$ cat src/design/cpu_seq_params.svh
`ifndef CPU_SEQ_PARAMS_SVH
`define CPU_SEQ_PARAMS_SVH

// Register map of the core registers.
`define SFR_STACK_TOP      8'h81
`define SFR_TABLE_LOW      8'h82
`define SFR_TABLE_HIGH     8'h83
`define SFR_STATUS_WORD    8'hD0
`define SFR_AUX_OPERAND    8'hF0
`define SFR_SPACE_BASE     8'h80

// Reset values.
`define RST_STACK_TOP      8'h07
`define RST_BYTE           8'h00
`define RST_WORD           16'h0000

// Status word field positions.
`define STAT_CARRY         7
`define STAT_HALF_CARRY    6
`define STAT_USER_ZERO     5
`define STAT_BANK_HIGH     4
`define STAT_BANK_LOW      3
`define STAT_SIGNED_RANGE  2
`define STAT_USER_ONE      1
`define STAT_ODD_ONES      0

// Timing.
`define MC_CLOCKS_SLOW     4'hC
`define MC_CLOCKS_FAST     4'h6
`define RESET_HOLD_MC      2'h2
`define BANK_SHIFT         3

// Opcodes that the sequencer itself must recognise.
`define OP_XMOVE_RD_TABLE  8'hE0
`define OP_XMOVE_RD_REG0   8'hE2
`define OP_XMOVE_RD_REG1   8'hE3
`define OP_XMOVE_WR_TABLE  8'hF0
`define OP_XMOVE_WR_REG0   8'hF2
`define OP_XMOVE_WR_REG1   8'hF3
`define OP_MULTIPLY        8'hA4
`define OP_DIVIDE          8'h84
`define OP_JUMP_INDEXED    8'h73

`endif

$ cat src/design/cpu_seq_pkg.sv
package cpu_seq_pkg;
  typedef enum logic [2:0] {
    first_state  = 3'b000,
    second_state = 3'b001,
    third_state  = 3'b010,
    fourth_state = 3'b011,
    fifth_state  = 3'b100,
    sixth_state  = 3'b101
  } mc_state_t;

  typedef enum logic [2:0] {
    am_direct    = 3'b000,
    am_ind_reg   = 3'b001,
    am_ind_stack = 3'b010,
    am_ind_table = 3'b011,
    am_register  = 3'b100,
    am_idx_table = 3'b101,
    am_idx_pc    = 3'b110
  } addr_mode_t;

  typedef enum logic [1:0] {
    space_data = 2'b00,
    space_sfr  = 2'b01,
    space_code = 2'b10,
    space_ext  = 2'b11
  } addr_space_t;
endpackage

$ cat src/design/cpu_seq_if.sv
interface seq_if;
  import cpu_seq_pkg::*;
  logic      six_mode;
  mc_state_t state;
  logic      phase;
  logic      mc_end;
  modport timer (input six_mode, output state, output phase, output mc_end);
  modport core  (output six_mode, input state, input phase, input mc_end);
endinterface

interface oper_if;
  import cpu_seq_pkg::*;
  addr_mode_t  mode;
  logic [7:0]  field;
  logic [7:0]  ri_data;
  logic [7:0]  stack_top;
  logic [15:0] table_base;
  logic [15:0] pc;
  logic [7:0]  acc;
  logic [1:0]  bank;
  logic [15:0] addr;
  addr_space_t space;
  logic [7:0]  ri_addr;
  modport gen  (input mode, field, ri_data, stack_top, table_base, pc, acc, bank,
                output addr, space, ri_addr);
  modport core (output mode, field, ri_data, stack_top, table_base, pc, acc, bank,
                input addr, space, ri_addr);
endinterface

$ cat src/design/mc_timer.sv
`include "cpu_seq_params.svh"

module mc_timer
  import cpu_seq_pkg::*;
(
  // Clock and reset.
  input wire logic clk,
  input wire logic rst_sync_n,
  // Sequencer outputs.
  seq_if.timer     sq
);
  mc_state_t state_r;
  logic      phase_r;
  logic [3:0] clk_cnt_r;

  // In slow mode each phase is one clock; in fast mode a state is one clock.
  assign sq.state  = state_r;
  assign sq.phase  = phase_r;
  assign sq.mc_end = (state_r == sixth_state) && (sq.six_mode || phase_r);

  always_ff @(posedge clk or negedge rst_sync_n) begin
    if (!rst_sync_n) begin
      phase_r <= 1'b0;
    end else if (sq.six_mode) begin
      phase_r <= 1'b0;
    end else begin
      phase_r <= ~phase_r;
    end
  end

  always_ff @(posedge clk or negedge rst_sync_n) begin
    if (!rst_sync_n) begin
      state_r <= first_state;
    end else if (sq.six_mode || phase_r) begin
      case (state_r)
        first_state:  state_r <= second_state;
        second_state: state_r <= third_state;
        third_state:  state_r <= fourth_state;
        fourth_state: state_r <= fifth_state;
        fifth_state:  state_r <= sixth_state;
        sixth_state:  state_r <= first_state;
        default:      state_r <= first_state;
      endcase
    end
  end

  // Clocks since the last machine-cycle end, read only by the check below.
  always_ff @(posedge clk or negedge rst_sync_n) begin
    if (!rst_sync_n) begin
      clk_cnt_r <= 4'h0;
    end else if (sq.mc_end) begin
      clk_cnt_r <= 4'h1;
    end else if (clk_cnt_r != 4'hF) begin
      clk_cnt_r <= clk_cnt_r + 4'h1;
    end
  end
endmodule

$ cat src/design/oper_addr_gen.sv
`include "cpu_seq_params.svh"

module oper_addr_gen
  import cpu_seq_pkg::*;
(
  // Operand request and result.
  oper_if.gen op
);
  function automatic logic [7:0] bank_reg(input logic [1:0] bank, input logic [2:0] idx);
    bank_reg = {3'h0, bank, idx};
  endfunction

  assign op.ri_addr = bank_reg(op.bank, {2'h0, op.field[0]});

  always_comb begin
    op.addr  = `RST_WORD;
    op.space = space_data;
    case (op.mode)
      am_direct: begin
        op.addr  = {8'h00, op.field};
        op.space = (op.field >= `SFR_SPACE_BASE) ? space_sfr : space_data;
      end
      am_ind_reg: begin
        op.addr  = {8'h00, op.ri_data};
        op.space = space_data;
      end
      am_ind_stack: begin
        op.addr  = {8'h00, op.stack_top};
        op.space = space_data;
      end
      am_ind_table: begin
        op.addr  = op.table_base;
        op.space = space_ext;
      end
      am_register: begin
        op.addr  = {8'h00, bank_reg(op.bank, op.field[2:0])};
        op.space = space_data;
      end
      am_idx_table: begin
        op.addr  = op.table_base + {8'h00, op.acc};
        op.space = space_code;
      end
      am_idx_pc: begin
        op.addr  = op.pc + {8'h00, op.acc};
        op.space = space_code;
      end
      default: begin
        op.addr  = `RST_WORD;
        op.space = space_data;
      end
    endcase
  end
endmodule

$ cat src/design/cpu_cycle_sequencer_core_regs.sv
// How it works
// - Reset pin held high two machine cycles resets the core; the board must hold it.
// - A machine cycle lasts twelve or six clocks by the selected mode.
// - Each instruction takes exactly one, two or four machine cycles by opcode.
// - Every machine cycle is six states, each split in two phases in twelve-clock mode.
// - In twelve-clock mode every phase is one clock.
// - The opcode is latched into the instruction register in the first state.
// - A second program fetch happens in the fourth state.
// - A one-cycle instruction finishes at the end of the sixth state.
// - An external-move write changes no core register except the odd-ones flag and the program counter.
// - The odd-ones flag follows the parity of the accumulator.
// - Bank-select bits choose one of four banks for register instructions.
// - Status word at D0, reset zero, with carry down to odd-ones bits.
// - Stack pointer at 81, read/write, resets to 07.
// - Data pointer bytes at 82 and 83, read/write, reset to zero.
// - Direct addressing uses an 8-bit field, reaching internal RAM and SFRs only.
// - 8-bit indirect address comes from register zero or one, or the stack pointer.
// - 16-bit indirect address comes only from the data pointer.
// - A 3-bit opcode field picks one of eight bank registers.
// - Indexed reads are program memory only, base plus accumulator.
// - The indexed jump target is accumulator plus the base pointer.
// - Program memory is read-only and separate from data memory.
`include "cpu_seq_params.svh"

module cpu_cycle_sequencer_core_regs
  import cpu_seq_pkg::*;
(
  // Clock and reset.
  input  wire logic        clk,
  input  wire logic        rst_n,
  input  wire logic        reset_pin,
  input  wire logic        six_clock_mode,
  // Program memory, read only.
  output logic [15:0]      code_addr,
  output logic             code_fetch,
  output logic             code_fetch2,
  input  wire logic [7:0]  code_data,
  // Core register access from the datapath.
  input  wire logic [7:0]  sfr_addr,
  input  wire logic        sfr_wr,
  input  wire logic [7:0]  sfr_wdata,
  output logic [7:0]       sfr_rdata,
  output logic             sfr_hit,
  // Datapath updates.
  input  wire logic [7:0]  acc,
  input  wire logic        alu_flags_we,
  input  wire logic        alu_carry,
  input  wire logic        alu_half,
  input  wire logic        alu_ovf,
  input  wire logic        stack_push,
  input  wire logic        stack_pop,
  input  wire logic        table_inc,
  input  wire logic        pc_load,
  input  wire logic [15:0] pc_load_val,
  // Operand addressing.
  input  wire addr_mode_t  oper_mode,
  input  wire logic [7:0]  oper_field,
  input  wire logic [7:0]  ri_data,
  output logic [15:0]      oper_addr,
  output addr_space_t      oper_space,
  output logic [7:0]       ri_addr,
  // Sequencer status.
  output logic             core_reset,
  output mc_state_t        mc_state,
  output logic             mc_phase,
  output logic [7:0]       instr_reg,
  output logic             instr_done,
  output logic             xmove_read_seen,
  output logic [7:0]       program_status_word,
  output logic [7:0]       stack_top_pointer,
  output logic [15:0]      table_base_pointer
);
  seq_if  sq ();
  oper_if op ();

  logic        rst_s1_r, rst_sync_n;
  logic        pin_s1_r, pin_s2_r;
  logic        mode_s1_r, mode_s2_r, mode_r;
  logic [1:0]  hold_cnt_r;
  logic        core_reset_r;
  logic        begin_r;
  logic [2:0]  mc_left_r;
  logic        done_r;
  logic [7:0]  ir_r;
  logic [15:0] pc_r;
  logic        fetch2_r;
  logic        fetch_r;
  logic        xmove_rd_r;
  logic [7:0]  status_r, stk_ptr_r, tbl_lo_r, tbl_hi_r, aux_r;
  logic [7:0]  rdata_r;
  logic        hit_r;
  logic [15:0] oper_addr_r;
  addr_space_t oper_space_r;
  logic [7:0]  ri_addr_r;
  mc_state_t   mc_state_r;
  logic        mc_phase_r;
  logic        opcode_slot, fetch2_slot, last_mc, wr_ok;

  function automatic logic [2:0] instr_mcs(input logic [7:0] o);
    logic [3:0] hi;
    logic [3:0] lo;
    hi = o[7:4];
    lo = o[3:0];
    if (o == `OP_MULTIPLY || o == `OP_DIVIDE) begin
      instr_mcs = 3'h4;
    end else if (lo == 4'h1 || (lo == 4'h0 && hi != 4'h0 && hi <= 4'h8) || (hi == 4'hB && lo >= 4'h4) ||
                 (hi == 4'hD && lo >= 4'h8) || (hi == 4'h8 && lo >= 4'h8) ||
                 (hi == 4'hA && lo >= 4'h8) ||
                 o inside {8'h02, 8'h12, 8'h22, 8'h32, 8'h43, 8'h53, 8'h63, 8'h72, 8'h73,
                           8'h82, 8'h83, 8'h85, 8'h86, 8'h87, 8'h90, 8'h92, 8'h93, 8'hA0,
                           8'hA3, 8'hA6, 8'hA7, 8'hB0, 8'hC0, 8'hD0, 8'hD5, 8'hE0, 8'hE2,
                           8'hE3, 8'hF0, 8'hF2, 8'hF3}) begin
      instr_mcs = 3'h2;
    end else begin
      instr_mcs = 3'h1;
    end
  endfunction

  function automatic logic is_xmove_wr(input logic [7:0] o);
    is_xmove_wr = (o == `OP_XMOVE_WR_TABLE) || (o == `OP_XMOVE_WR_REG0) || (o == `OP_XMOVE_WR_REG1);
  endfunction

  mc_timer u_timer (
    .clk        (clk),
    .rst_sync_n (rst_sync_n),
    .sq         (sq.timer)
  );

  oper_addr_gen u_addr (
    .op (op.gen)
  );

  // Reset release and pin synchronisers.
  always_ff @(posedge clk or negedge rst_n) begin
    if (!rst_n) begin
      rst_s1_r   <= 1'b0;
      rst_sync_n <= 1'b0;
    end else begin
      rst_s1_r   <= 1'b1;
      rst_sync_n <= rst_s1_r;
    end
  end

  always_ff @(posedge clk or negedge rst_sync_n) begin
    if (!rst_sync_n) begin
      pin_s1_r  <= 1'b0;
      pin_s2_r  <= 1'b0;
      mode_s1_r <= 1'b0;
      mode_s2_r <= 1'b0;
    end else begin
      pin_s1_r  <= reset_pin;
      pin_s2_r  <= pin_s1_r;
      mode_s1_r <= six_clock_mode;
      mode_s2_r <= mode_s1_r;
    end
  end

  // The pin must be seen high over two machine-cycle ends before the core resets.
  always_ff @(posedge clk or negedge rst_sync_n) begin
    if (!rst_sync_n) begin
      hold_cnt_r   <= 2'h0;
      core_reset_r <= 1'b1;
    end else begin
      if (!pin_s2_r) begin
        hold_cnt_r <= 2'h0;
      end else if (sq.mc_end && hold_cnt_r != `RESET_HOLD_MC) begin
        hold_cnt_r <= hold_cnt_r + 2'h1;
      end
      core_reset_r <= pin_s2_r && (hold_cnt_r == `RESET_HOLD_MC);
    end
  end

  // Cycle mode only changes between instructions or while held in reset.
  always_ff @(posedge clk or negedge rst_sync_n) begin
    if (!rst_sync_n) begin
      mode_r <= 1'b0;
    end else if (core_reset_r || (done_r && sq.state == first_state && !sq.phase)) begin
      mode_r <= mode_s2_r;
    end
  end
  assign sq.six_mode = mode_r;

  assign opcode_slot = begin_r && !core_reset_r && sq.state == first_state && !sq.phase;
  assign fetch2_slot = !core_reset_r && sq.state == fourth_state && !sq.phase;
  assign last_mc     = !begin_r && (mc_left_r == 3'h0);
  assign wr_ok       = !(is_xmove_wr(ir_r) && !begin_r);

  // Instruction sequencing over machine cycles.
  always_ff @(posedge clk or negedge rst_sync_n) begin
    if (!rst_sync_n) begin
      begin_r   <= 1'b1;
      mc_left_r <= 3'h0;
      done_r    <= 1'b0;
      ir_r      <= `RST_BYTE;
    end else if (core_reset_r) begin
      begin_r   <= 1'b1;
      mc_left_r <= 3'h0;
      done_r    <= 1'b0;
      ir_r      <= `RST_BYTE;
    end else begin
      done_r <= sq.mc_end && last_mc;
      if (opcode_slot) begin
        ir_r      <= code_data;
        mc_left_r <= instr_mcs(code_data) - 3'h1;
        begin_r   <= 1'b0;
      end else if (sq.mc_end && !begin_r) begin
        if (last_mc) begin
          begin_r <= 1'b1;
        end else begin
          mc_left_r <= mc_left_r - 3'h1;
        end
      end
    end
  end

  // Program counter and fetch strobes; program memory is never written.
  always_ff @(posedge clk or negedge rst_sync_n) begin
    if (!rst_sync_n) begin
      pc_r     <= `RST_WORD;
      fetch_r  <= 1'b0;
      fetch2_r <= 1'b0;
    end else begin
      fetch_r  <= opcode_slot;
      fetch2_r <= fetch2_slot;
      if (core_reset_r) begin
        pc_r <= `RST_WORD;
      end else if (pc_load) begin
        pc_r <= pc_load_val;
      end else if (sq.mc_end && last_mc && ir_r == `OP_JUMP_INDEXED) begin
        pc_r <= {tbl_hi_r, tbl_lo_r} + {8'h00, acc};
      end else if (opcode_slot) begin
        pc_r <= pc_r + 16'h0001;
      end
    end
  end

  // A read through the external move cannot be served; it is flagged for debug.
  always_ff @(posedge clk or negedge rst_sync_n) begin
    if (!rst_sync_n) begin
      xmove_rd_r <= 1'b0;
    end else if (core_reset_r) begin
      xmove_rd_r <= 1'b0;
    end else if (opcode_slot && (code_data == `OP_XMOVE_RD_TABLE || code_data == `OP_XMOVE_RD_REG0 ||
                                 code_data == `OP_XMOVE_RD_REG1)) begin
      xmove_rd_r <= 1'b1;
    end
  end

  // Status word: ALU flags win over a register write to the same bits.
  always_ff @(posedge clk or negedge rst_sync_n) begin
    if (!rst_sync_n) begin
      status_r <= `RST_BYTE;
    end else if (core_reset_r) begin
      status_r <= `RST_BYTE;
    end else begin
      if (wr_ok && sfr_wr && sfr_addr == `SFR_STATUS_WORD) begin
        status_r[7:1] <= sfr_wdata[7:1];
      end
      if (wr_ok && alu_flags_we) begin
        status_r[`STAT_CARRY]        <= alu_carry;
        status_r[`STAT_HALF_CARRY]   <= alu_half;
        status_r[`STAT_SIGNED_RANGE] <= alu_ovf;
      end
      status_r[`STAT_ODD_ONES] <= ^acc;
    end
  end

  always_ff @(posedge clk or negedge rst_sync_n) begin
    if (!rst_sync_n) begin
      stk_ptr_r <= `RST_STACK_TOP;
    end else if (core_reset_r) begin
      stk_ptr_r <= `RST_STACK_TOP;
    end else if (wr_ok && sfr_wr && sfr_addr == `SFR_STACK_TOP) begin
      stk_ptr_r <= sfr_wdata;
    end else if (wr_ok && stack_push) begin
      stk_ptr_r <= stk_ptr_r + 8'h01;
    end else if (wr_ok && stack_pop) begin
      stk_ptr_r <= stk_ptr_r - 8'h01;
    end
  end

  always_ff @(posedge clk or negedge rst_sync_n) begin
    if (!rst_sync_n) begin
      tbl_lo_r <= `RST_BYTE;
      tbl_hi_r <= `RST_BYTE;
    end else if (core_reset_r) begin
      tbl_lo_r <= `RST_BYTE;
      tbl_hi_r <= `RST_BYTE;
    end else if (wr_ok && sfr_wr && sfr_addr == `SFR_TABLE_LOW) begin
      tbl_lo_r <= sfr_wdata;
    end else if (wr_ok && sfr_wr && sfr_addr == `SFR_TABLE_HIGH) begin
      tbl_hi_r <= sfr_wdata;
    end else if (wr_ok && table_inc) begin
      {tbl_hi_r, tbl_lo_r} <= {tbl_hi_r, tbl_lo_r} + 16'h0001;
    end
  end

  always_ff @(posedge clk or negedge rst_sync_n) begin
    if (!rst_sync_n) begin
      aux_r <= `RST_BYTE;
    end else if (core_reset_r) begin
      aux_r <= `RST_BYTE;
    end else if (wr_ok && sfr_wr && sfr_addr == `SFR_AUX_OPERAND) begin
      aux_r <= sfr_wdata;
    end
  end

  // Register read port: one clock of latency, unmapped addresses read zero.
  always_ff @(posedge clk or negedge rst_sync_n) begin
    if (!rst_sync_n) begin
      rdata_r <= `RST_BYTE;
      hit_r   <= 1'b0;
    end else begin
      hit_r <= 1'b1;
      case (sfr_addr)
        `SFR_STACK_TOP:   rdata_r <= stk_ptr_r;
        `SFR_TABLE_LOW:   rdata_r <= tbl_lo_r;
        `SFR_TABLE_HIGH:  rdata_r <= tbl_hi_r;
        `SFR_STATUS_WORD: rdata_r <= status_r;
        `SFR_AUX_OPERAND: rdata_r <= aux_r;
        default: begin
          rdata_r <= `RST_BYTE;
          hit_r   <= 1'b0;
        end
      endcase
    end
  end

  assign op.mode       = oper_mode;
  assign op.field      = oper_field;
  assign op.ri_data    = ri_data;
  assign op.stack_top  = stk_ptr_r;
  assign op.table_base = {tbl_hi_r, tbl_lo_r};
  assign op.pc         = pc_r;
  assign op.acc        = acc;
  assign op.bank       = {status_r[`STAT_BANK_HIGH], status_r[`STAT_BANK_LOW]};

  always_ff @(posedge clk or negedge rst_sync_n) begin
    if (!rst_sync_n) begin
      oper_addr_r  <= `RST_WORD;
      oper_space_r <= space_data;
      ri_addr_r    <= `RST_BYTE;
      mc_state_r   <= first_state;
      mc_phase_r   <= 1'b0;
    end else begin
      oper_addr_r  <= op.addr;
      oper_space_r <= op.space;
      ri_addr_r    <= op.ri_addr;
      mc_state_r   <= sq.state;
      mc_phase_r   <= sq.phase;
    end
  end

  assign code_addr           = pc_r;
  assign code_fetch          = fetch_r;
  assign code_fetch2         = fetch2_r;
  assign sfr_rdata           = rdata_r;
  assign sfr_hit             = hit_r;
  assign oper_addr           = oper_addr_r;
  assign oper_space          = oper_space_r;
  assign ri_addr             = ri_addr_r;
  assign core_reset          = core_reset_r;
  assign mc_state            = mc_state_r;
  assign mc_phase            = mc_phase_r;
  assign instr_reg           = ir_r;
  assign instr_done          = done_r;
  assign xmove_read_seen     = xmove_rd_r;
  assign program_status_word = status_r;
  assign stack_top_pointer   = stk_ptr_r;
  assign table_base_pointer  = {tbl_hi_r, tbl_lo_r};
endmodule

$ cat config.mk
export PLATFORM = sky130hd
export DESIGN_NAME = cpu_cycle_sequencer_core_regs
export DESIGN_NICKNAME = d
export VERILOG_FILES = /design/src/design/cpu_seq_pkg.sv /design/src/design/cpu_seq_if.sv /design/src/design/mc_timer.sv /design/src/design/oper_addr_gen.sv /design/src/design/cpu_cycle_sequencer_core_regs.sv
export VERILOG_INCLUDE_DIRS = /design/src /design/src/design
export SDC_FILE = /design/constraint.sdc
export NUM_CORES = 1
export LEC_CHECK = 0
export BUFFER_PORTS_ARGS = -buffer_cell sky130_fd_sc_hd__buf_2
export CORE_UTILIZATION = 56
export DETAILED_ROUTE_END_ITERATION = 16
export PLACE_DENSITY = 0.87
export REMOVE_ABC_BUFFERS = 1
export SETUP_SLACK_MARGIN = 0.2
export SLEW_MARGIN = 20
export SYNTH_ARGS = -nofsm -noshare
export SYNTH_HDL_FRONTEND = slang
export SYNTH_HIERARCHICAL = 1
export SYNTH_SLANG_ARGS = --single-unit
$ cat constraint.sdc
create_clock -name clk -period 4.6 [get_ports clk]
set_input_delay 0.92 -clock clk [delete_from_list [all_inputs] [get_ports clk]]
set_output_delay 0.92 -clock clk [all_outputs]
set_load 0.03 [all_outputs]
==> impl_results.md <==
* Total power at 5.08 mW
* CP Launch Type: flip-flop
* First-pass GRT wire length at 40500 um
* CP Capture Type: flip-flop
* Slew HR at 47.1%
* Max Root-Sink Buffers at 2
* Number of global-route vias before repair at 7891
* EDFF count, synth at 0
* Initial Util at 57.8%
* Worst EP required at 4.96 ns
* HPWL after DPL at 17800 um
* Final hold vios at 0
* Row cnt at 44
* Share of cells above drive strength 1 at 23.9%
* Vias per cell at 6.50
* Worst-Skew Late Latency at 0.43 ns
* PD cells at 512 mW/mm^2
* Worst Path Arrival at 3.86 ns
* Most frequent cells in the layout: buf_2 (179), dfrtp_1 (119), nand2_1 (99), nor2_1 (78), o21ai_0 (52)
* Peak supply drop at 342 uV
* Final Cycle Share at 76.2%
* Nets at 1193
* Largest area contributor in the netlist: dfrtp_1
* CP Class: reg -> reg
* HP Class: in -> async
* Delay-heaviest family, CP: simple AND/OR/NAND/NOR gates
* CTS Hold Buffers Added at 0
* Synth Flop Type: dfrtp_1
* Worst path max stage delay at 0.92 ns
* WL/cell at 19.7 um
* CP Max Fanout at 28
* Max Slew Vio Count at 0
* Synth top area share at 35.6%
* Status: completed
* Max H-tree Level at 4
* GRT overflow at 0
* Total CTS buffers at 17
* Flip-flop and latch count after synthesis at 125
* Reg clk slew, reported paths at 0.06 ns
* Netlist cell types at 88
* Post-Syn Instances at 929
* Asr flop ratio synth at 100%
* Leakage at 4.53 nW
* Die area at 0.0156 mm^2
* Post-Route Skew at 0.00954 ns
* Core region area at 0.0146 mm^2
* WL final at 25200 um
* Tmin final at 3.51 ns
* CTS sink cnt at 125
* Resized cells post-CTS at 0
* Initial antenna violation count at 1
* Crit-path slowest cell: or4_1
* Commonest non-fill, non-tap cell in the layout: buf_2
* Post-CTS setup buffers at 0
* Largest net degree at the start of global routing at 56
* Drt drc at 0
* Max Freq at 0.285 GHz
* Critical-path cell list: inv_1 > nand3_1 > clkinv_1 > or4_1 > nand3b_1 > o2111ai_1 > a21oi_1
* Width of the chip at 125 um
* Synth-to-Final Area Change at 17.6%
* Antenna viol nets, final at 0
* 1st-iter DRT viols at 944
* Placer Congestion at 0.997
* Setup tns final at 0 ns
* Ranking of synthesized cells by area: dfrtp_1 (36%), nand2_1 (4.4%), ha_1 (4.2%)
* Mapped cell area at 0.00844 mm^2
* YS warnings at 6
* Sequential area share after synthesis at 37.2%
* WP buf/inv at 2
* Die Span Y at 125 um
* # setup viols final at 0
* First-pass detailed-route iteration total at 5
* GR Util All Layers at 32.8%
* Root Buffer: clkbuf_16
* Total number of vias at 8310
* CTS tree: done
* Max_cap viols at 0
* Worst slew pin tran at 0.786 ns
* Io pins at 180
* Synthesized area per cell at 9.08 um^2
* RSZ-0062 raised after global routing: false
* N_diodes at 0
* Input/output buffers at 179
[area by class of cell]
class / count / area [um^2]
Tap cell: 184 / 230
Clock buffer: 17 / 425
Clock inverter: 15 / 148
Multi-Input combinational cell: 726 / 4930
Timing Repair Buffer: 187 / 956
Inverter: 25 / 93.8
Fill cell: 1098 / 4670
Sequential cell: 125 / 3140
[cells in the mapped netlist (5+ instances only)]
library cell,n
inv_1,24
nand3_1,28
and3_1,15
clkbuf_1,25
mux4_2,5
mux2i_1,26
nor2b_1,18
nand2b_1,10
o221ai_1,5
a21oi_1,49
a31oi_1,6
o21ai_0,52
buf_1,5
nand3b_1,5
nor2_1,78
dfstp_2,5
buf_2,11
o22ai_1,9
dfrtp_1,120
nand4_1,19
nor4_1,10
mux2_2,10
xor2_1,32
or3_1,5
nor3_1,17
o211ai_1,7
ha_1,28
a22o_1,10
a22oi_1,18
a211oi_1,24
buf_4,12
xnor2_1,36
nand2_1,99
[where the power goes]
group	switching, mW	total, mW	internal (mW)
Clock	0.562	1.32	0.759
Sequential	0.408	1.74	1.33
Combinational	1.24	2.02	0.780
Total	2.21	5.08	2.87
[per-stage QoR]
| stage | setup WS [ns] | std cells | hold WS [ns] | util, % | instance area, um^2 |
|---|---|---|---|---|---|
| 2_1_floorplan | 0.868 | 876 | 0.331 | - | 8150 |
| 3_3_place_gp | 0.867 | 1247 | 0.316 | 64.0 | 9340 |
| 3_5_place_dp | 0.808 | 1247 | 0.321 | 64.0 | 9340 |
| 4_1_cts | 0.980 | 1279 | 0.251 | 67.9 | 9910 |
| 5_1_grt | 0.861 | 1279 | 0.250 | 68.0 | 9920 |
| 6_report | 1.09 | 1279 | 0.259 | 68.0 | 9920 |
[kinds of logic (layout without fill, tap and decap cells)]
family	count (synthesis)	in the layout	share of synthesized area [%]
simple gates	338	338	20.6
other cells	2	6	0.0890
fa+ha+maj	31	31	4.87
compound gates	241	241	19.6
xor+xnor	68	68	7.06
mux	42	42	5.93
flops	125	125	37.2
buf+inv	82	244	4.70
[worst register-to-register path: cells and delay by family (launching register included)]
kind / cells / cell delay (ns)
buf+inv: 2 / 1.04
flops: 1 / 0.53
compound gates: 2 / 0.27
simple gates: 3 / 1.59
[final timing paths]
| kind | from | to | slack [ns] | depth (start not counted) |
|---|---|---|---|---|
| worst max-delay path | core_reset | code_addr[6] | 1.09 | 7 |
| worst min-delay path | rst_n | rst_s1_r | 0.26 | 1 |
| worst max register to register | core_reset | code_addr[6] | 1.09 | 7 |
| worst min register to register | rst_sync_n | mc_state[2] | 0.31 | 0 |
| max in group asynchronous | rst_sync_n | code_addr[5] | 3.31 | 1 |
| min in group clk | rst_s1_r | rst_sync_n | 0.36 | 0 |
[layer usage]
| layer | part of all wire [%] | vias to the layer above | GRT usage (%) |
|---|---|---|---|
| met4 | 3.7 | 2 | 15.2 |
| li1 | - | 3720 | - |
| met3 | 10 | 90 | 7.52 |
| met2 | 47 | 512 | 52.0 |
| met1 | 39 | 3986 | 42.5 |
| met5 | 0.040 | - | 0 |
Note: power is estimated with default switching activity, not from simulation.
